$ cat src/pwm_pkg.sv
`default_nettype none
package pwm_pkg;

  // register byte addresses
  localparam logic [7:0] ADDR_CONTROL  = 8'hbc;
  localparam logic [7:0] ADDR_PERIOD   = 8'hc0;
  localparam logic [7:0] ADDR_CMP0     = 8'hc4;
  localparam logic [7:0] ADDR_CMP1     = 8'hc8;
  localparam logic [7:0] ADDR_IRQ_STAT = 8'hcc;
  localparam logic [7:0] ADDR_IRQ_MASK = 8'hd0;

  // control register fields
  localparam int CTL_OE0  = 0;
  localparam int CTL_OE1  = 1;
  localparam int CTL_EN   = 2;
  localparam int CTL_OVF  = 3;

  // interrupt status fields
  localparam int IRQ_OVF  = 0;

  // counter limits and special compare values
  localparam logic [7:0] CNT_TOP    = 8'hfe;
  localparam logic [7:0] CNT_ZERO   = 8'h00;
  localparam logic [7:0] CMP_LOW    = 8'h00;
  localparam logic [7:0] CMP_HIGH   = 8'hff;

  // reset values
  localparam logic [7:0] CTL_RESET    = 8'h00;
  localparam logic [7:0] PERIOD_RESET = 8'h00;
  localparam logic [7:0] CMP_RESET    = 8'h00;

  localparam logic [31:0] DATA_ZERO = 32'h0000_0000;

  typedef struct packed {
    logic [7:0] paddr;
    logic       psel;
    logic       penable;
    logic       pwrite;
    logic [31:0] pwdata;
  } apb_req_t;

  typedef struct packed {
    logic        counter_overflow_flag;
    logic        counter_enable_clear;
    logic        channel1_output_enable;
    logic        channel0_output_enable;
    logic [7:0]  period_reload_value;
    logic [7:0]  channel0_compare;
    logic [7:0]  channel1_compare;
    logic [7:0]  prescale;
    logic [7:0]  count;
    logic [1:0]  pulse;
    logic [1:0]  pin_out;
    logic [1:0]  pin_oe;
    logic        irq_status;
    logic        irq_mask;
    logic        irq;
    logic        pready;
    logic [31:0] prdata;
  } pwm_state_t;

endpackage
`default_nettype wire

$ cat src/dual_pulse_modulator.sv
`timescale 1ns/100ps
`default_nettype none
module dual_pulse_modulator
  import pwm_pkg::*;
(
  // clock and reset
  input  wire logic        ref_clk,
  input  wire logic        rst,
  // apb slave
  input  wire logic [7:0]  paddr,
  input  wire logic        psel,
  input  wire logic        penable,
  input  wire logic        pwrite,
  input  wire logic [31:0] pwdata,
  output var  logic [31:0] prdata,
  output var  logic        pready,
  output var  logic        pslverr,
  // pulse pins
  output var  logic [1:0]  pulse_out,
  output var  logic [1:0]  pulse_oe,
  // interrupt
  output var  logic        irq
);

  ////////////////////////////////////////////////////////////////////////////
  pwm_state_t s;
  pwm_state_t next_s;
  logic       wr_acc;
  logic       rd_setup;
  logic       tick;
  logic       wrap;
  logic       wr_ctl;
  logic [7:0] cmp [2];
  logic [7:0] new_ctl;

  assign wr_acc   = psel && penable && pwrite && s.pready;
  assign rd_setup = psel && !penable;
  assign pslverr  = 1'b0;
  assign prdata   = s.prdata;
  assign pready   = s.pready;
  assign pulse_out = s.pin_out;
  assign pulse_oe  = s.pin_oe;
  assign irq       = s.irq;
  assign cmp[0]    = s.channel0_compare;
  assign cmp[1]    = s.channel1_compare;
  assign wr_ctl    = wr_acc && paddr == ADDR_CONTROL;
  assign new_ctl   = pwdata[7:0];

  // prescaler expiry; counter advances once per reload plus one clocks
  assign tick = s.counter_enable_clear && s.prescale == CMP_HIGH;
  assign wrap = tick && s.count == CNT_TOP;

  ////////////////////////////////////////////////////////////////////////////
  always_comb begin
    next_s = s;
    // no wait state: setup, then access with pready high
    next_s.pready = rd_setup;
    next_s.prdata = DATA_ZERO;
    if (rd_setup && !pwrite) begin
      case (paddr)
        ADDR_CONTROL: begin
          next_s.prdata[CTL_OVF] = s.counter_overflow_flag;
          next_s.prdata[CTL_EN]  = s.counter_enable_clear;
          next_s.prdata[CTL_OE1] = s.channel1_output_enable;
          next_s.prdata[CTL_OE0] = s.channel0_output_enable;
        end
        // reload value reads back, prescale count hidden
        ADDR_PERIOD:   next_s.prdata[7:0] = s.period_reload_value;
        ADDR_CMP0:     next_s.prdata[7:0] = s.channel0_compare;
        ADDR_CMP1:     next_s.prdata[7:0] = s.channel1_compare;
        ADDR_IRQ_STAT: next_s.prdata[IRQ_OVF] = s.irq_status;
        ADDR_IRQ_MASK: next_s.prdata[IRQ_OVF] = s.irq_mask;
        default:       next_s.prdata = DATA_ZERO;
      endcase
    end
    if (wr_acc) begin
      case (paddr)
        ADDR_CONTROL: begin
          next_s.counter_enable_clear   = new_ctl[CTL_EN];
          next_s.channel1_output_enable = new_ctl[CTL_OE1];
          next_s.channel0_output_enable = new_ctl[CTL_OE0];
        end
        ADDR_PERIOD:   next_s.period_reload_value = new_ctl;
        ADDR_CMP0:     next_s.channel0_compare = new_ctl;
        ADDR_CMP1:     next_s.channel1_compare = new_ctl;
        ADDR_IRQ_MASK: next_s.irq_mask = new_ctl[IRQ_OVF];
        default:       next_s.irq_mask = s.irq_mask;
      endcase
    end
    // software writes zero to clear the flag, one to clear the status bit; a set in the same cycle wins
    if (wr_ctl && !new_ctl[CTL_OVF]) begin
      next_s.counter_overflow_flag = 1'b0;
    end
    if (wr_acc && paddr == ADDR_IRQ_STAT && pwdata[IRQ_OVF]) begin
      next_s.irq_status = 1'b0;
    end
    // enable low holds counter clear and prescaler loaded
    if (!s.counter_enable_clear) begin
      next_s.prescale = ~s.period_reload_value;
      next_s.count    = CNT_ZERO;
    end else if (tick) begin
      // reload on overflow of the prescaler
      next_s.prescale = ~s.period_reload_value;
      next_s.count    = wrap ? CNT_ZERO : s.count + 8'h01;
    end else begin
      next_s.prescale = s.prescale + 8'h01;
    end
    if (wrap) begin
      next_s.counter_overflow_flag = 1'b1;
      next_s.irq_status            = 1'b1;
    end
    for (int i = 0; i < 2; i++) begin
      // fixed levels at 00h and ffh
      if (cmp[i] == CMP_LOW) begin
        next_s.pulse[i] = 1'b0;
      end else if (cmp[i] == CMP_HIGH) begin
        next_s.pulse[i] = 1'b1;
      // high at zero or while held clear
      end else if (!s.counter_enable_clear || s.count == CNT_ZERO) begin
        next_s.pulse[i] = 1'b1;
      end else if (s.count == cmp[i]) begin
        next_s.pulse[i] = 1'b0;
      end
    end
    next_s.pin_out = s.pulse;
    next_s.pin_oe  = {s.channel1_output_enable, s.channel0_output_enable};
    next_s.irq     = s.irq_status && s.irq_mask;
  end

  ////////////////////////////////////////////////////////////////////////////
  // synchronous chip reset; state holds whenever the clock stops
  always_ff @(posedge ref_clk) begin
    if (rst) begin
      s <= '0;
      s.period_reload_value <= PERIOD_RESET;
      s.channel0_compare    <= CMP_RESET;
      s.channel1_compare    <= CMP_RESET;
      {s.counter_overflow_flag, s.counter_enable_clear,
       s.channel1_output_enable, s.channel0_output_enable} <= CTL_RESET[3:0];
    end else begin
      s <= next_s;
    end
  end
endmodule
`default_nettype wire

$ cat config.mk
export PLATFORM = sky130hd
export DESIGN_NAME = dual_pulse_modulator
export DESIGN_NICKNAME = d
export VERILOG_FILES = /design/src/pwm_pkg.sv /design/src/dual_pulse_modulator.sv
export SDC_FILE = /design/constraint.sdc
export NUM_CORES = 1
export LEC_CHECK = 0
export ABC_AREA = 1
export BUFFER_PORTS_ARGS = -buffer_cell sky130_fd_sc_hd__buf_2
export CORE_ASPECT_RATIO = 0.9
export CORE_UTILIZATION = 58
export DETAILED_ROUTE_END_ITERATION = 16
export PLACE_DENSITY = 0.89
export SETUP_SLACK_MARGIN = 0.3
export SLEW_MARGIN = 20
export SYNTH_ARGS = -nofsm -noshare
export SYNTH_HDL_FRONTEND = slang
export SYNTH_SLANG_ARGS = --single-unit
$ cat constraint.sdc
create_clock -name ref_clk -period 3.9 [get_ports ref_clk]
set_input_delay 0.585 -clock ref_clk [delete_from_list [all_inputs] [get_ports ref_clk]]
set_output_delay 0.585 -clock ref_clk [all_outputs]
set_load 0.01 [all_outputs]
* After elaboration in Yosys (flattened, before gate mapping)
Index checks and enable logic that the tools add are counted.
** Storage, ports and cells
- Flip-flop bits (word level) :: 86
- Bits in latches :: 0
- Memory bits (writable) :: 0
- Memory bits (read-only) :: 0
- Bits of input ports :: 45
- Output and inout port bits :: 39
- Logic and storage cells :: 86
- Memories kept :: 0
** Cells by class
- $add $sub $neg :: 2
- Multiply operators :: 0
- Div/mod/pow operators :: 0
- Order comparisons :: 0
- Equality and inequality tests :: 12
- Shift-type cells :: 0
- Muxes and demuxes :: 17
- Bitwise operators :: 3
- Reductions and logical operators :: 33
** Operators with widths (number)
- $eq 8x8->1 const B :: 10
- $logic_not 8->1 :: 3
- $mux 8 :: 3
- $add 8x1->8 const B :: 2
- $eq 8x8->1 :: 2
- $mux 16 :: 1
- $logic_and 1x1->1 :: 12
- $pmux 3 s4 :: 1
- $pmux 4 s3 :: 1
- $mux 1 :: 10
- $reduce_and 2->1 :: 5
- $not 8->8 :: 1
- $reduce_or 2->1 :: 4
- $pmux 1 s6 :: 1
- $reduce_bool 3->1 :: 2
- $logic_not 1->1 :: 4
- $reduce_bool 2->1 :: 2
- $not 1->1 :: 2
- $logic_or 1x1->1 :: 1

* Depth between registers and ports, before layout
- Word-level depth :: 7
- Mapped depth :: 9
- Depth with buffers taken out :: 9

* Least setup slack after synthesis
OpenSTA, ideal clock, no wires.
- Path type :: input -> register
- Start :: input paddr[5]
- End :: register s, in the netlist cmp[13]
- Arrival time :: 1413 ps
- Setup slack :: 2370 ps
- Stages on the path :: 9
- Buffers on the path :: 1
- Cells stage by stage :: inv_1 nand2_1 nor2_8 nand2_4 inv_6 nand2_4 buf_6 o21ai_2 a21oi_2
** Between the ends
- Cells in the longest elaborated chain, start to end :: 2
** RTL lines
- start: declaration :: line dual_pulse_modulator.sv:10 : input wire logic [7:0] paddr,
- $eq 8x8->1 :: line dual_pulse_modulator.sv:77 : case (paddr)
- $reduce_and 2->1 (no line)
- end signal: assignment :: line dual_pulse_modulator.sv:141 : s <= next_s;
- end: declaration :: line dual_pulse_modulator.sv:26 : pwm_state_t s;
No other way between the ends.
A chain may end at the register's enable or synchronous reset.

* Worst setup path after layout
- Start :: input rst
- End :: register s, in the netlist prdata[6]
** Between the ends
- Cells in the longest elaborated chain, start to end :: 1
** RTL lines
- start: declaration :: line dual_pulse_modulator.sv:8 : input wire logic rst,
- $reduce_or 2->1 (no line)
No other way between the ends.

==> metrics <==
Post-Syn Area per Cell 7.17 sq um; Setup TNS 0 ps; max cap viols 0; vias per cell 5.44; n_diodes 0; Switch Pwr 324 uW; DRC Markers 1; pre-CTS WS 1880 ps; status complete, but fails checks; largest net degree at the start of global routing 30; vias in the first global route 2,974; cells resized by post-CTS repair 0; Peak Freq 0.580 GHz; post-synthesis cell type count 37; NumNets Final 548; DP HPWL 5750 microns; Int Power 1020 uW; std cell rows 26; global route overflow 0; clk_lat worst skew 350 ps; failing checks design-rule violations; reg2reg path depth 8; Setup-failing EPs final 0; CTS sink cnt 62; CP max-delay cell inv_2; CP most frequent cell nand2_1; drt pass-1 iters 11; worst path required time 4200 ps; RSZ-0062 raised after global routing no; peak supply drop 0.000249 V; crit path launch type input pin; hold path start next_s[38]; final antenna-violating net count 0; IO Pins 84; worst setup path class in -> reg; Worst Path Arrival 2020 ps; Port Buffers 34; fraction of final layout cells sized beyond drive strength 1 15.9%; sequential share of power 47.8%; compound-gate portion of the synthesized area 12.2%; root buf cell clkbuf_8; Worst path max stage delay 420 ps; CTS clk-pin slew, worst paths 80 ps; reg-to-reg endpoint s[45]; per-cell routed wire length 13.7 microns; R2R Setup Slk 2330 ps; switch share 24.1%; Die W 82.9 microns; Post-Synthesis Cell Area 0.00341 sq mm; placed cells 558; CTS tree yes; antenna violations before repair 0; Core Box Area 0.00566 sq mm; critical path peak fanout 29; wire length of the first global-routing pass 13,500 microns; H-Tree Depth 3; Clk pwr share 47.0%; fin crit period 1720 ps; Power Density 369 mW/mm^2; Non-Filler Instances 574; DP Area 0.00342 sq mm; TritonCTS Buffers 9; main combinational cell family by area after synthesis simple AND/OR/NAND/NOR gates; Hold Crit Class reg -> reg; Seq/Total Area, Yosys 36.4%; gr usage total 27.7%; yosys warns 0; mux contribution to synthesized area 0%; Gate power share 5.2%; Layout area overhead 6.71%; final hold viol count 0; asr flop ratio synth 0%; CTS max path bufs 2; Worst Slack Setup Final 2180 ps; Routed WL 7890 microns; EDFF count, synth 0; RR Startpoint s[50]; crit path from rst; Post-CTS Hold Buffers 0; initial drt markers 291; routed vias 3,123; Finished Cell Area 0.00364 sq mm; Post-Synth Simple-Gate Area 29.8%; worst path cell trace buf_2, inv_2, nand2_1, nor2_1, nand2_1, nor2_1, nand2_1, inv_1; flops & latches, synth 62; xor-xnor portion of the synthesized cell area 4.36%; Pins Over Slew Limit 0; Hold Path Depth 2; Post-synth top flop dfxtp_1; CP Capture Type flop; Hold EP pulse_out[0]; P_leak 0.00166 uW; Synth Area in Adders 1.47%; area of the die 0.00619 sq mm; Setup Buffers After CTS 0; Vert. Die Dim 74.8 microns; routability cong. 0.898; period utilisation layout 44.2%; Initial Util 60.3%; synthesized instance count 476; clock skew 11.7 ps
## worst max path at each step
stage | end | slack [ps]
2_1_floorplan | cmp[13] | 2370
3_3_place_gp | prdata[7] | 1890
3_5_place_dp | prdata[7] | 1880
4_1_cts | prdata[6] | 2220
5_1_grt | prdata[6] | 2010
6_report | prdata[6] | 2180
## kinds of logic (layout without fill, tap and decap cells)
logic type / count (synthesis) / in the layout
AO/OA/AOI/OAI: 76 / 76
XOR/XNOR: 17 / 17
adder cells (fa/ha/maj): 4 / 4
buffers and inverters: 93 / 97
flip-flops: 62 / 62
other: 1 / 25
AND/OR/NAND/NOR: 223 / 223
## metrics by stage
step	total power (uW)	hold slack [ps]	util, %
floorplan	719	403	-
global placement	722	425	60.4
detailed placement	724	420	60.4
CTS	1350	417	64.3
global route	1390	441	64.3
finish	1340	429	64.3
## registers in the layout, summed over array words and instances, names as in the netlist
| signal | cells |
|---|---|
| cmp | 16 |
| pulse_out | 2 |
| pulse_oe | 2 |
| pready | 1 |
| prdata | 8 |
| next_s | 4 |
| s | 28 |
| irq | 1 |
## power groups by stage
stage	clock [uW]	combinational [uW]	sequential, uW
global placement	0	66.0	656
floorplan	0	63.8	655
finish	631	69.8	641
CTS	638	68.4	641
global route	666	78.1	642
detailed placement	0	67.9	656
## cell usage after synthesis, types with 2 or more instances
library cell	instances	area [sq um]
inv_2	4	15.0
nand2_4	6	67.6
xor2_1	5	43.8
o21ai_0	19	95.1
nand2_1	105	394
nand2_2	5	31.3
o21ai_2	2	17.5
clkbuf_1	2	7.51
xnor2_1	12	105
dfxtp_1	62	1240
inv_1	39	146
nand4_1	7	43.8
buf_6	3	33.8
o21ai_1	12	60.1
a21oi_2	2	17.5
nand3_1	27	135
inv_6	2	17.5
o211ai_1	4	30.0
nor2_1	63	236
buf_4	38	285
a21oi_1	34	170
clkbuf_2	2	10.0
ha_1	4	50.1
nor3_1	3	15.0
nor2_8	2	40.0
## cell type report
| cell class | count | area (sq um) |
|---|---|---|
| fill | 481 | 2020 |
| clock inverter | 7 | 98.8 |
| timing repair buffer | 34 | 170 |
| multi-input combinational | 345 | 1730 |
| sequential | 62 | 1240 |
| inverter | 47 | 193 |
| clock buffer | 9 | 124 |
| tap | 70 | 87.6 |
## cell usage in the layout, fill, tap and decap left out, types with 3 or more instances in the layout
| cell type | Yosys | final |
|---|---|---|
| nand2_1 | 105 | 105 |
| nor2_1 | 63 | 63 |
| dfxtp_1 | 62 | 62 |
| inv_1 | 39 | 39 |
| a21oi_1 | 34 | 34 |
| buf_2 | 1 | 34 |
| nand3_1 | 27 | 27 |
| conb_1 | 1 | 25 |
| o21ai_0 | 19 | 19 |
| o21ai_1 | 12 | 12 |
| xnor2_1 | 12 | 12 |
| clkbuf_8 | 0 | 9 |
| nand4_1 | 7 | 7 |
| nand2_4 | 6 | 6 |
| nand2_2 | 5 | 5 |
| xor2_1 | 5 | 5 |
| inv_2 | 4 | 4 |
| clkinv_4 | 1 | 4 |
| o211ai_1 | 4 | 4 |
| ha_1 | 4 | 4 |
| nor3_1 | 3 | 3 |
## critical path: cells and delay by family
family                 cells  cell delay (ps)
AND/OR/NAND/NOR            5              710
buffers and inverters      3              730
## metal layers
metal	GRT usage, %	vias up	routed length (microns)
met5	0	-	0
met4	12.6	0	180
met3	8.77	27	743
met2	46.8	162	3740
met1	32.9	1431	3220
li1	-	1503	-
(Power assumes the default switching activity.)
